`config.mk`:
```
export PLATFORM = sky130hd
export DESIGN_NAME = tcp_timer0
export DESIGN_NICKNAME = d
export VERILOG_FILES = /design/src/common/tcp_pkg.sv /design/src/hdl/tcp_timer0.sv
export SDC_FILE = /design/constraint.sdc
export NUM_CORES = 1
export LEC_CHECK = 0
export ABC_AREA = 1
export BUFFER_PORTS_ARGS = -buffer_cell sky130_fd_sc_hd__buf_2
export CORE_MARGIN = 1
export CORE_UTILIZATION = 44
export CTS_CLUSTER_SIZE = 10
export DETAILED_ROUTE_END_ITERATION = 8
export SYNTH_ARGS = -nofsm -noshare
export SYNTH_HDL_FRONTEND = slang
export SYNTH_SLANG_ARGS = --single-unit
```
`constraint.sdc`:
```
create_clock -name clk -period 1.8 [get_ports clk]
set_input_delay 0.18 -clock clk [delete_from_list [all_inputs] [get_ports clk]]
set_output_delay 0.18 -clock clk [all_outputs]
set_load 0.02 [all_outputs]
```
`src/common/tcp_pkg.sv`:
```
// constants shared by the timer0 counter block
package tcp_pkg;
  // register offsets on the plain register port
  localparam logic [3:0] OFS_OPTION  = 4'h0;
  localparam logic [3:0] OFS_COUNT   = 4'h1;
  localparam logic [3:0] OFS_IRQCTRL = 4'h2;
  localparam logic [3:0] OFS_IRQSTAT = 4'h3;
  localparam logic [3:0] OFS_IRQEN   = 4'h4;
  localparam logic [3:0] OFS_IRQCLR  = 4'h5;
  // option register fields
  localparam int OPT_PULLUP_DIS = 7;
  localparam int OPT_EXT_EDGE   = 6;
  localparam int OPT_SRC_SEL    = 5;
  localparam int OPT_EDGE_SEL   = 4;
  localparam int OPT_BYPASS     = 3;
  localparam int OPT_RATE_MSB   = 2;
  localparam int OPT_RATE_LSB   = 0;
  // interrupt control register fields
  localparam int IC_GLOBAL_EN = 7;
  localparam int IC_PERIPH_EN = 6;
  localparam int IC_OVF_EN   = 5;
  localparam int IC_EXT_EN   = 4;
  localparam int IC_CHG_EN   = 3;
  localparam int IC_OVF_FLAG = 2;
  localparam int IC_EXT_FLAG = 1;
  localparam int IC_CHG_FLAG = 0;
  // sticky event status layout
  localparam int NUM_EVT = 3;
  localparam int EV_OVF  = 0;
  localparam int EV_EXT  = 1;
  localparam int EV_CHG  = 2;
  // reset values and fixed figures
  localparam logic [7:0] OPTION_RST  = 8'h00;
  localparam logic [7:0] COUNT_RST   = 8'h00;
  localparam logic [7:0] IRQCTRL_RST = 8'h00;
  localparam logic [7:0] COUNT_MAX   = 8'hFF;
  localparam logic [7:0] COUNT_ONE   = 8'h01;
  localparam logic [7:0] RD_UNMAPPED = 8'h00;
  localparam logic [2:0] EVT_NONE    = 3'h0;
  // instruction cycle phases, one system clock each, four per instruction cycle
  localparam logic [1:0] PHASE_ONE = 2'h1;
  localparam logic [1:0] PHASE_SECOND = 2'h1;
  localparam logic [1:0] PHASE_FOURTH = 2'h3;
  localparam logic [1:0] INHIBIT_CYC = 2'h2;
  localparam logic [1:0] INHIBIT_ONE = 2'h1;
  localparam logic [1:0] INHIBIT_OFF = 2'h0;
endpackage : tcp_pkg

```
`src/hdl/tcp_timer0.sv`:
```
// timer0: 8-bit timer/counter with prescaler, overflow flag and register port
// Overview of operation
// - source select 0 counts instruction cycles, one per cycle when bypassed.
// - a count write holds counting for the next two instruction cycles.
// - source select 1 counts transitions of the external count pin.
// - edge select 1 counts falling pin edges, 0 counts rising edges.
// - bypass bit 0 routes the source through the prescaler, 1 divides by one.
// - rate field selects division by two to the power rate plus one.
// - prescaler is hidden from software and cleared by every count write.
// - each wrap from FF to 00 sets the overflow flag, enabled or not.
// - hardware never clears the overflow flag; software writes it to zero.
// - interrupt control holds enables in bits 7..3 and flags in bits 2..0.
// - during sleep counting stops and the count holds its value.
// - pin edges are taken into counting only on the second and fourth phase.
// - the prescaler belongs to this timer alone, not to the watchdog.
// - overflow is driven out as a pulse for the neighbouring timer gate.
// - option holds pull-up disable, ext edge, source, edge, bypass, rate.
// - ext edge bit 1 triggers on rising interrupt pin edge, 0 on falling.
`timescale 1ns/10ps
module tcp_timer0
  import tcp_pkg::*;
#(
  parameter int PRES_W = 8              // prescaler counter width
) (
  input  wire logic       clk,           // system clock, 50 MHz
  input  wire logic       rstn,          // async reset, active low
  input  wire logic [3:0] regAddr,       // register address
  input  wire logic [7:0] regWdata,      // register write data
  input  wire logic       regWr,         // write strobe
  input  wire logic       regRd,         // read strobe
  output logic      [7:0] regRdata,      // read data, cycle after strobe
  input  wire logic       extCountPin,   // external count pin, async
  input  wire logic       extIrqPin,     // external interrupt pin, async
  input  wire logic       pinChangeEvt,  // pin change event pulse
  input  wire logic       sleepMode,     // processor asleep
  output logic            overflowPulse, // one cycle per wrap, gate source
  output logic            pullupDisable, // weak pull-ups off
  output logic            irqOut         // enabled status pending
);

  typedef struct packed {
    logic [7:0]         option;
    logic [7:0]         count;
    logic [7:0]         irqCtrl;
    logic [NUM_EVT-1:0] irqStat;
    logic [NUM_EVT-1:0] irqEn;
    logic [PRES_W-1:0]  pres;
    logic [1:0]         phase;
    logic [1:0]         inhibit;
    logic               extSyncA;
    logic               extSyncB;
    logic               extPrev;
    logic               intSyncA;
    logic               intSyncB;
    logic               intPrev;
    logic               edgePend;
    logic               ovfPulse;
    logic               irq;
    logic [7:0]         rdata;
  } tcp_state_t;

  tcp_state_t st_ff;
  tcp_state_t nxt_st;

  // terminal count of the prescaler for a given rate
  function automatic logic [PRES_W-1:0] tcpPresMask(input logic [2:0] rate);
    logic [PRES_W:0] one;
    one = {{PRES_W{1'b0}}, 1'b1};
    // widen before the plus one, or rate 7 wraps to a shift of zero
    tcpPresMask = PRES_W'((one << ({1'b0, rate} + 4'h1)) - one);
  endfunction : tcpPresMask

  logic       instrEnd;
  logic       sampleSlot;
  logic       pinEdge;
  logic       extIrqEvt;
  logic       running;
  logic       srcTick;
  logic       presWrap;
  logic       countTick;
  logic       ovfEvt;
  logic       wrCount;
  logic [2:0] rate;
  logic [NUM_EVT-1:0] evt;

  // event decode from current state
  always_comb begin
    rate       = st_ff.option[OPT_RATE_MSB:OPT_RATE_LSB];
    instrEnd   = st_ff.phase == PHASE_FOURTH;
    sampleSlot = (st_ff.phase == PHASE_SECOND) || (st_ff.phase == PHASE_FOURTH);
    wrCount    = regWr && (regAddr == OFS_COUNT);
    // edge taken on the second and third flop, never the first
    if (st_ff.option[OPT_EDGE_SEL]) begin
      pinEdge = st_ff.extPrev && !st_ff.extSyncB;
    end else begin
      pinEdge = !st_ff.extPrev && st_ff.extSyncB;
    end
    if (st_ff.option[OPT_EXT_EDGE]) begin
      extIrqEvt = !st_ff.intPrev && st_ff.intSyncB;
    end else begin
      extIrqEvt = st_ff.intPrev && !st_ff.intSyncB;
    end
    running = !sleepMode && (st_ff.inhibit == INHIBIT_OFF);
    if (st_ff.option[OPT_SRC_SEL]) begin
      srcTick = st_ff.edgePend && sampleSlot && running;
    end else begin
      srcTick = instrEnd && running;
    end
    presWrap = srcTick && (st_ff.pres == tcpPresMask(rate));
    if (st_ff.option[OPT_BYPASS]) begin
      countTick = srcTick;
    end else begin
      countTick = presWrap;
    end
    ovfEvt = countTick && (st_ff.count == COUNT_MAX) && !wrCount;
    evt = EVT_NONE;
    evt[EV_OVF] = ovfEvt;
    evt[EV_EXT] = extIrqEvt;
    evt[EV_CHG] = pinChangeEvt;
  end

  // next-state logic for the whole block
  always_comb begin
    nxt_st = st_ff;
    nxt_st.phase = st_ff.phase + PHASE_ONE;
    // two-flop synchronisers plus an edge history flop
    nxt_st.extSyncA = extCountPin;
    nxt_st.extSyncB = st_ff.extSyncA;
    nxt_st.extPrev  = st_ff.extSyncB;
    nxt_st.intSyncA = extIrqPin;
    nxt_st.intSyncB = st_ff.intSyncA;
    nxt_st.intPrev  = st_ff.intSyncB;
    // an edge waits for the next sampling phase; dropped in sleep
    nxt_st.edgePend = !sleepMode && (pinEdge || (st_ff.edgePend && !sampleSlot));
    // inhibit window counts down on instruction boundaries
    if (instrEnd && (st_ff.inhibit != INHIBIT_OFF) && !sleepMode) begin
      nxt_st.inhibit = st_ff.inhibit - INHIBIT_ONE;
    end
    // prescaler is private to this timer; not on the register map
    if (srcTick && !st_ff.option[OPT_BYPASS]) begin
      nxt_st.pres = presWrap ? '0 : st_ff.pres + PRES_W'(1);
    end
    if (countTick) begin
      nxt_st.count = st_ff.count + COUNT_ONE;
    end
    // software writes win over a concurrent count tick
    if (regWr) begin
      unique case (regAddr)
        OFS_OPTION: nxt_st.option = regWdata;
        OFS_COUNT: begin
          nxt_st.count   = regWdata;
          nxt_st.pres    = '0;
          nxt_st.inhibit = INHIBIT_CYC;
        end
        OFS_IRQCTRL: nxt_st.irqCtrl = regWdata;
        OFS_IRQEN:  nxt_st.irqEn  = regWdata[NUM_EVT-1:0];
        OFS_IRQCLR: nxt_st.irqStat = st_ff.irqStat & ~regWdata[NUM_EVT-1:0];
        default: ;
      endcase
    end
    // flags set by hardware; a set beats a same-cycle software clear
    nxt_st.irqCtrl[IC_OVF_FLAG] = nxt_st.irqCtrl[IC_OVF_FLAG] | ovfEvt;
    nxt_st.irqCtrl[IC_EXT_FLAG] = nxt_st.irqCtrl[IC_EXT_FLAG] | extIrqEvt;
    nxt_st.irqCtrl[IC_CHG_FLAG] = nxt_st.irqCtrl[IC_CHG_FLAG] | pinChangeEvt;
    nxt_st.irqStat  = nxt_st.irqStat | evt;
    nxt_st.irq      = |(nxt_st.irqStat & nxt_st.irqEn);
    nxt_st.ovfPulse = ovfEvt;
    // read data for one cycle only; reads have no side effects
    nxt_st.rdata = RD_UNMAPPED;
    if (regRd) begin
      unique case (regAddr)
        OFS_OPTION:  nxt_st.rdata = st_ff.option;
        OFS_COUNT:   nxt_st.rdata = st_ff.count;
        OFS_IRQCTRL: nxt_st.rdata = st_ff.irqCtrl;
        OFS_IRQSTAT: nxt_st.rdata = {{(8-NUM_EVT){1'b0}}, st_ff.irqStat};
        OFS_IRQEN:   nxt_st.rdata = {{(8-NUM_EVT){1'b0}}, st_ff.irqEn};
        default:     nxt_st.rdata = RD_UNMAPPED;
      endcase
    end
  end

  // single state register
  always_ff @(posedge clk or negedge rstn) begin
    if (!rstn) begin
      st_ff        <= '0;
      st_ff.option <= OPTION_RST;
      st_ff.count  <= COUNT_RST;
      st_ff.irqCtrl <= IRQCTRL_RST;
    end else begin
      st_ff <= nxt_st;
    end
  end

  // outputs straight from flops
  assign regRdata      = st_ff.rdata;
  assign overflowPulse = st_ff.ovfPulse;
  assign pullupDisable = st_ff.option[OPT_PULLUP_DIS];
  assign irqOut        = st_ff.irq;

  logic [PRES_W-1:0] maskNow;
  assign maskNow = tcpPresMask(rate);
endmodule : tcp_timer0

```
Word level (Yosys, flattened, before mapping). Cells that the tools add are included.

Register bits after elaboration: 59. Bits of input ports: 20. Output and inout port bits: 11. Word-level logic and storage cells: 93.

Add/sub/neg operators: 6. Eq/ne operators: 9. Shift operators: 1. Mux-type cells: 18. Bitwise logic cells: 7. Reduce and logical (&&, ||, !) cells: 33.

Operator list (count): 2-to-1 mux 8 bit (7); case mux 8 bit (5 select lines) (1); 2-to-1 mux 30 bit (1); logical AND 1 bit (17); adder 8 x 1 -> 8 bit (second input constant) (2); == test 4 x 2 -> 1 bit (second input constant) (2); == test 4 x 3 -> 1 bit (second input constant) (2); == test 8 bit (1); == test 8 bit (second input constant) (1); logical NOT 1 bit (8); << shifter 1 x 4 -> 8 bit (first input constant) (1); subtractor 8 x 1 -> 8 bit (second input constant) (1); bitwise AND 3 bit (2); 2-to-1 mux 2 bit (3); 2-to-1 mux 3 bit (2); adder 3 x 1 -> 4 bit (second input constant) (1); == test 4 x 1 -> 1 bit (second input constant) (1); logical NOT 4 bit (1); 2-to-1 mux 1 bit (4); AND reduction 2 bit (2); NOT 3 bit (1); OR 1 bit (3); OR 3 bit (1); OR reduction 3 bit (1); other kinds (7) (8).

Logic depth before layout (Yosys ltp).
Depth in word-level cells: 13. Depth in mapped cells: 18. Gate-level depth less buffers: 16.

Least setup slack after synthesis. Ideal clock, no wire load.

Path type: reg2reg. From: register st_ff, in the netlist rate[2]. To: register st_ff[48] (netlist name). Setup time: 120 ps. Arrival time: 1931 ps. Required time: 1680 ps. Setup slack: -250 ps. Cell stages (with the launch flop): 18. Path buffers: 2. Period minus slack after synthesis: 2050 ps. Path through: dfrtp_1 clkbuf_2 inv_2 nand3_1 ha_1 inv_1 nor2_1 o21ai_0 nand2_1 nand3_1 nor2_2 nand2_2 nand2_4 buf_8 nand2_1 o21ai_0 o21ai_0 inv_1.

RTL lines: start, declared (line tcp_timer0.sv:62) `tcp_state_t st_ff;`; start signal, assigned (line tcp_timer0.sv:190) `st_ff <= nxt_st;`.

==> parameters.txt <==
Parameter                              Value

Status
  Run status ... finished, violations left
  Violations in the final reports ... negative setup slack

Die
  Total Die Area ... 7460 µm²
  Cell Rows ... 30
  Die extent in y ... 86.4 µm
  Starting utilization of the core area ... 0.458
  Die width ... 86.4 µm
  Area of the core region ... 6830 µm²
  IO Count ... 31

Power
  Net Switching ... 1.49 mW
  Portion of total power attributed to sequential cells ... 0.414
  Power Internal ... 2.87 mW
  Switching part of the total ... 0.341
  Worst-case vdd ir drop ... 0.000602 V
  Share of power burned in combinational logic ... 0.292
  Total Power ... 4.36 mW
  Share of power burned in the clock network ... 0.295
  Power per standard cell area ... 1140 nW/µm²
  Leakage Power ... 2.00 nW

Detailed routing
  Total via count after detailed routing ... 2673
  Residual DRC count ... 0
  Initial DRC Count ... 163
  DRT antenna net count ... 0
  Total Wirelength ... 7.28 mm
  Post-DR wirelength/cell ... 13.3 µm
  Via count normalized by instance count ... 4.88
  Detailed Routing Iterations Pass 1 ... 4

Global route
  Number of global-route vias before repair ... 2604
  Pin count of the biggest net entering global routing ... 60
  First-pass GRT wire length ... 12.1 mm
  Met3 usage in global routing ... 0.0486
  Tot GR Track Use ... 0.211
  GRT overflow ... 0
  Met2 track demand over resource ... 0.331
  Number of antenna violations at the first check in global routing ... 0
  Global routing's busiest layer ... met2
  GR met1 Demand/Resource ... 0.296

Yosys
  Cells after Synth ... 395
  Sequential element share of the synthesized area ... 0.471
  Avg Inst Size Synth ... 7.93 µm²
  Yosys synthesis warning count ... 0
  Number of distinct library cells after synthesis ... 38
  Mapped Area ... 3130 µm²
  Flops & latches, synth ... 59
  Synthesized Nets ... 421

Worst setup path
  Last element of the critical path ... st_ff[27]
  R2R setup slack ... -0.14 ns
  Reg2Reg Capture Point ... st_ff[27]
  CP peak stage delay ... 0.39 ns
  Critical Path Source ... rate[1]
  Cell type with the highest occurrence count on the critical path ... sky130_fd_sc_hd__nor2_1
  Worst endpoint required time ... 2.01 ns
  Type of element capturing the critical path ... flop
  Worst path arrival time ... 2.15 ns
  Startpoint of the worst register-to-register path ... rate[1]
  Number of cells traversed by the worst register-to-register path ... 13
  Slowest CP cell ... sky130_fd_sc_hd__dfrtp_1
  Critical setup path kind ... flop to flop
  Startpoint kind of the worst setup timing path ... flop
  Critical path, cell by cell ... inv_2 -> nand3_4 -> ha_4 -> nor2_2 -> nor2_1 -> nand2_1 -> nor2_1 -> nand3_1 -> nor2_2 -> nand2_4 -> or2_4 -> inv_2 -> nor2_1
  Maximum fanout count along the critical path ... 5

Final layout
  Layout cell share with drive strength beyond 1 ... 0.232
  Post-layout util ... 0.561
  Final net count ... 473
  Number of diodes ... 0
  Most common cell after layout, fill and taps aside ... sky130_fd_sc_hd__nand2_1
  Most frequent cells in the layout ... 95 x sky130_fd_sc_hd__nand2_1, 59 x sky130_fd_sc_hd__dfrtp_1, 58 x sky130_fd_sc_hd__inv_1, 30 x sky130_fd_sc_hd__o21ai_0, 30 x sky130_fd_sc_hd__buf_2
  Area growth from synthesis to layout ... 22.4%

Timing
  Highest clock rate ... 515 MHz
  Fin crit period ... 1.94 ns
  Count of endpoints failing setup in the final report ... 16
  Setup repair after global routing missed its margin ... yes
  Crit path setup slack, layout ... -0.141 ns
  Final period util ... 1.08
  Setup clock skew after layout ... 0.00937 ns
  Slew Viols, Final ... 0
  Accumulated negative setup slack ... -1.54 ns
  Count of endpoints failing hold in the final timing report ... 0

Run
  Total of max-cap violations ... 0

Place
  Gp weighted congestion ... 0.912
  PortBufs ... 30
  Total half-perimeter wirelength after legalization and detailed placement ... 5.17 mm

Hold path
  Worst hold path class ... input port to flop

Clocking
  Insertion delay to the later sink of the worst-skew pair ... 0.33 ns
  TritonCTS clock tree ... built
  Clock-pin slew on the worst setup and hold paths ... 0.07 ns
  Clock Sinks ... 59
  Total number of H-tree levels ... 3
  CTS root buf ... sky130_fd_sc_hd__clkbuf_8
  Clock tree buffer depth ... 2
  CTS Buf Count ... 9
Yosys cell counts:
| cell | n | area, µm² |
|---|---|---|
| sky130_fd_sc_hd__inv_1 | 62 | 233 |
| sky130_fd_sc_hd__nand3_2 | 1 | 10.0 |
| sky130_fd_sc_hd__o221ai_1 | 1 | 8.76 |
| sky130_fd_sc_hd__ha_1 | 6 | 75.1 |
| sky130_fd_sc_hd__o22ai_1 | 3 | 18.8 |
| sky130_fd_sc_hd__nor2_1 | 31 | 116 |
| sky130_fd_sc_hd__buf_4 | 9 | 67.6 |
| sky130_fd_sc_hd__nand3_1 | 21 | 105 |
| sky130_fd_sc_hd__dfrtp_1 | 59 | 1480 |
| sky130_fd_sc_hd__a31oi_1 | 3 | 18.8 |
| sky130_fd_sc_hd__o211ai_1 | 7 | 52.6 |
| sky130_fd_sc_hd__xor2_1 | 10 | 87.6 |
| sky130_fd_sc_hd__o21bai_1 | 1 | 7.51 |
| sky130_fd_sc_hd__o21ai_1 | 4 | 20.0 |
| sky130_fd_sc_hd__o311ai_0 | 1 | 8.76 |
| sky130_fd_sc_hd__conb_1 | 1 | 3.75 |
| sky130_fd_sc_hd__nand2_1 | 100 | 375 |
| sky130_fd_sc_hd__nor4_1 | 2 | 12.5 |
| sky130_fd_sc_hd__nor3_4 | 1 | 16.3 |
| sky130_fd_sc_hd__clkbuf_2 | 1 | 5.00 |
| sky130_fd_sc_hd__a221oi_1 | 1 | 8.76 |
| sky130_fd_sc_hd__or2_2 | 1 | 6.26 |
| sky130_fd_sc_hd__nor3_1 | 3 | 15.0 |
| sky130_fd_sc_hd__buf_2 | 1 | 5.00 |
| sky130_fd_sc_hd__inv_2 | 3 | 11.3 |
| sky130_fd_sc_hd__clkbuf_1 | 3 | 11.3 |
| sky130_fd_sc_hd__buf_8 | 1 | 15.0 |
| sky130_fd_sc_hd__a311oi_1 | 1 | 8.76 |
| sky130_fd_sc_hd__nor2_4 | 1 | 11.3 |
| sky130_fd_sc_hd__nand2_4 | 1 | 11.3 |
| sky130_fd_sc_hd__and3_1 | 1 | 6.26 |
| sky130_fd_sc_hd__nand2_2 | 4 | 25.0 |
| sky130_fd_sc_hd__nor3b_1 | 1 | 7.51 |
| sky130_fd_sc_hd__o21ai_0 | 35 | 175 |
| sky130_fd_sc_hd__a21oi_1 | 6 | 30.0 |
| sky130_fd_sc_hd__nand4_4 | 1 | 21.3 |
| sky130_fd_sc_hd__nand4_1 | 5 | 31.3 |
| sky130_fd_sc_hd__nor2_2 | 2 | 12.5 |
layout make-up:
class,count,area (µm²)
repair buffers,55,358
clock buffers,11,131
inverters,65,251
clock inverters,5,77.6
well taps,96,120
fillers,665,3000
multi-input cells,257,1420
flip-flops and latches,59,1480
what timing repair did:
| item | in CTS | in global routing |
|---|---|---|
| hold endpoints to repair | 61 | 0 |
| hold buffers | 3 | 0 |
| gates cloned | 1 | 0 |
| buffers inserted | 2 | 2 |
| resized for setup | 9 | 17 |
| setup endpoints to repair | 18 | 19 |
| pin swaps | 6 | 6 |
power groups by stage:
stage	clock (mW)	combinational [mW]	sequential, mW
floorplan	0	0.874	1.78
global placement	0	1.14	1.82
detailed placement	0	1.17	1.82
CTS	1.33	1.22	1.80
global route	1.38	1.44	1.84
finish	1.28	1.27	1.80
flip-flops by register name, summed over array words and instances (netlist names):
| name | count |
|---|---|
| pullupDisable | 1 |
| rate | 3 |
| regRdata | 8 |
| nxt_st | 4 |
| st_ff | 41 |
| irqOut | 1 |
| overflowPulse | 1 |
critical path, delay by kind of cell (launching register included):
| family | cells | cell delay (ns) |
|---|---|---|
| adders and majority gates | 1 | 0.27 |
| buffers and inverters | 2 | 0.15 |
| DFF | 1 | 0.39 |
| and+or+nand+nor | 10 | 0.99 |
cells by family after synthesis:
family / share of synthesized area
buffers and inverters: 0.111
other: 0.00120
adders and majority gates: 0.0240
DFF: 0.471
AOI/OAI and AO/OA: 0.114
xor gates and xnor gates: 0.0280
and+or+nand+nor: 0.250
through the flow:
stage | cell area, µm² | instances | hold WS (ns) | setup WS (ns)
5_1_grt | 3830 | 548 | 0.0679 | -0.289
3_3_place_gp | 3470 | 524 | 0.207 | -0.186
4_1_cts | 3770 | 546 | 0.0636 | -0.115
6_report | 3830 | 548 | 0.0765 | -0.141
3_5_place_dp | 3470 | 524 | 0.211 | -0.219
2_1_floorplan | 3170 | 395 | -0.116 | 0.126
metal layers:
metal | wire length, µm | vias to the layer above
met2 | 3320 | 57
li1 | - | 1355
met3 | 294 | 8
met1 | 3600 | 1253
met5 | 0 | -
met4 | 68 | 0
worst min path at each step:
stage | to | slack (ns) | cells after the start | from
after floorplan | irqOut | -0.12 | 0 | rstn
after global placement | st_ff[29] | 0.21 | 2 | rstn
after detailed placement | st_ff[29] | 0.21 | 2 | rstn
after CTS | st_ff[35] | 0.06 | 3 | pinChangeEvt
after global routing | st_ff[35] | 0.07 | 3 | pinChangeEvt
final | st_ff[35] | 0.08 | 3 | pinChangeEvt
(Power assumes the default switching activity.)
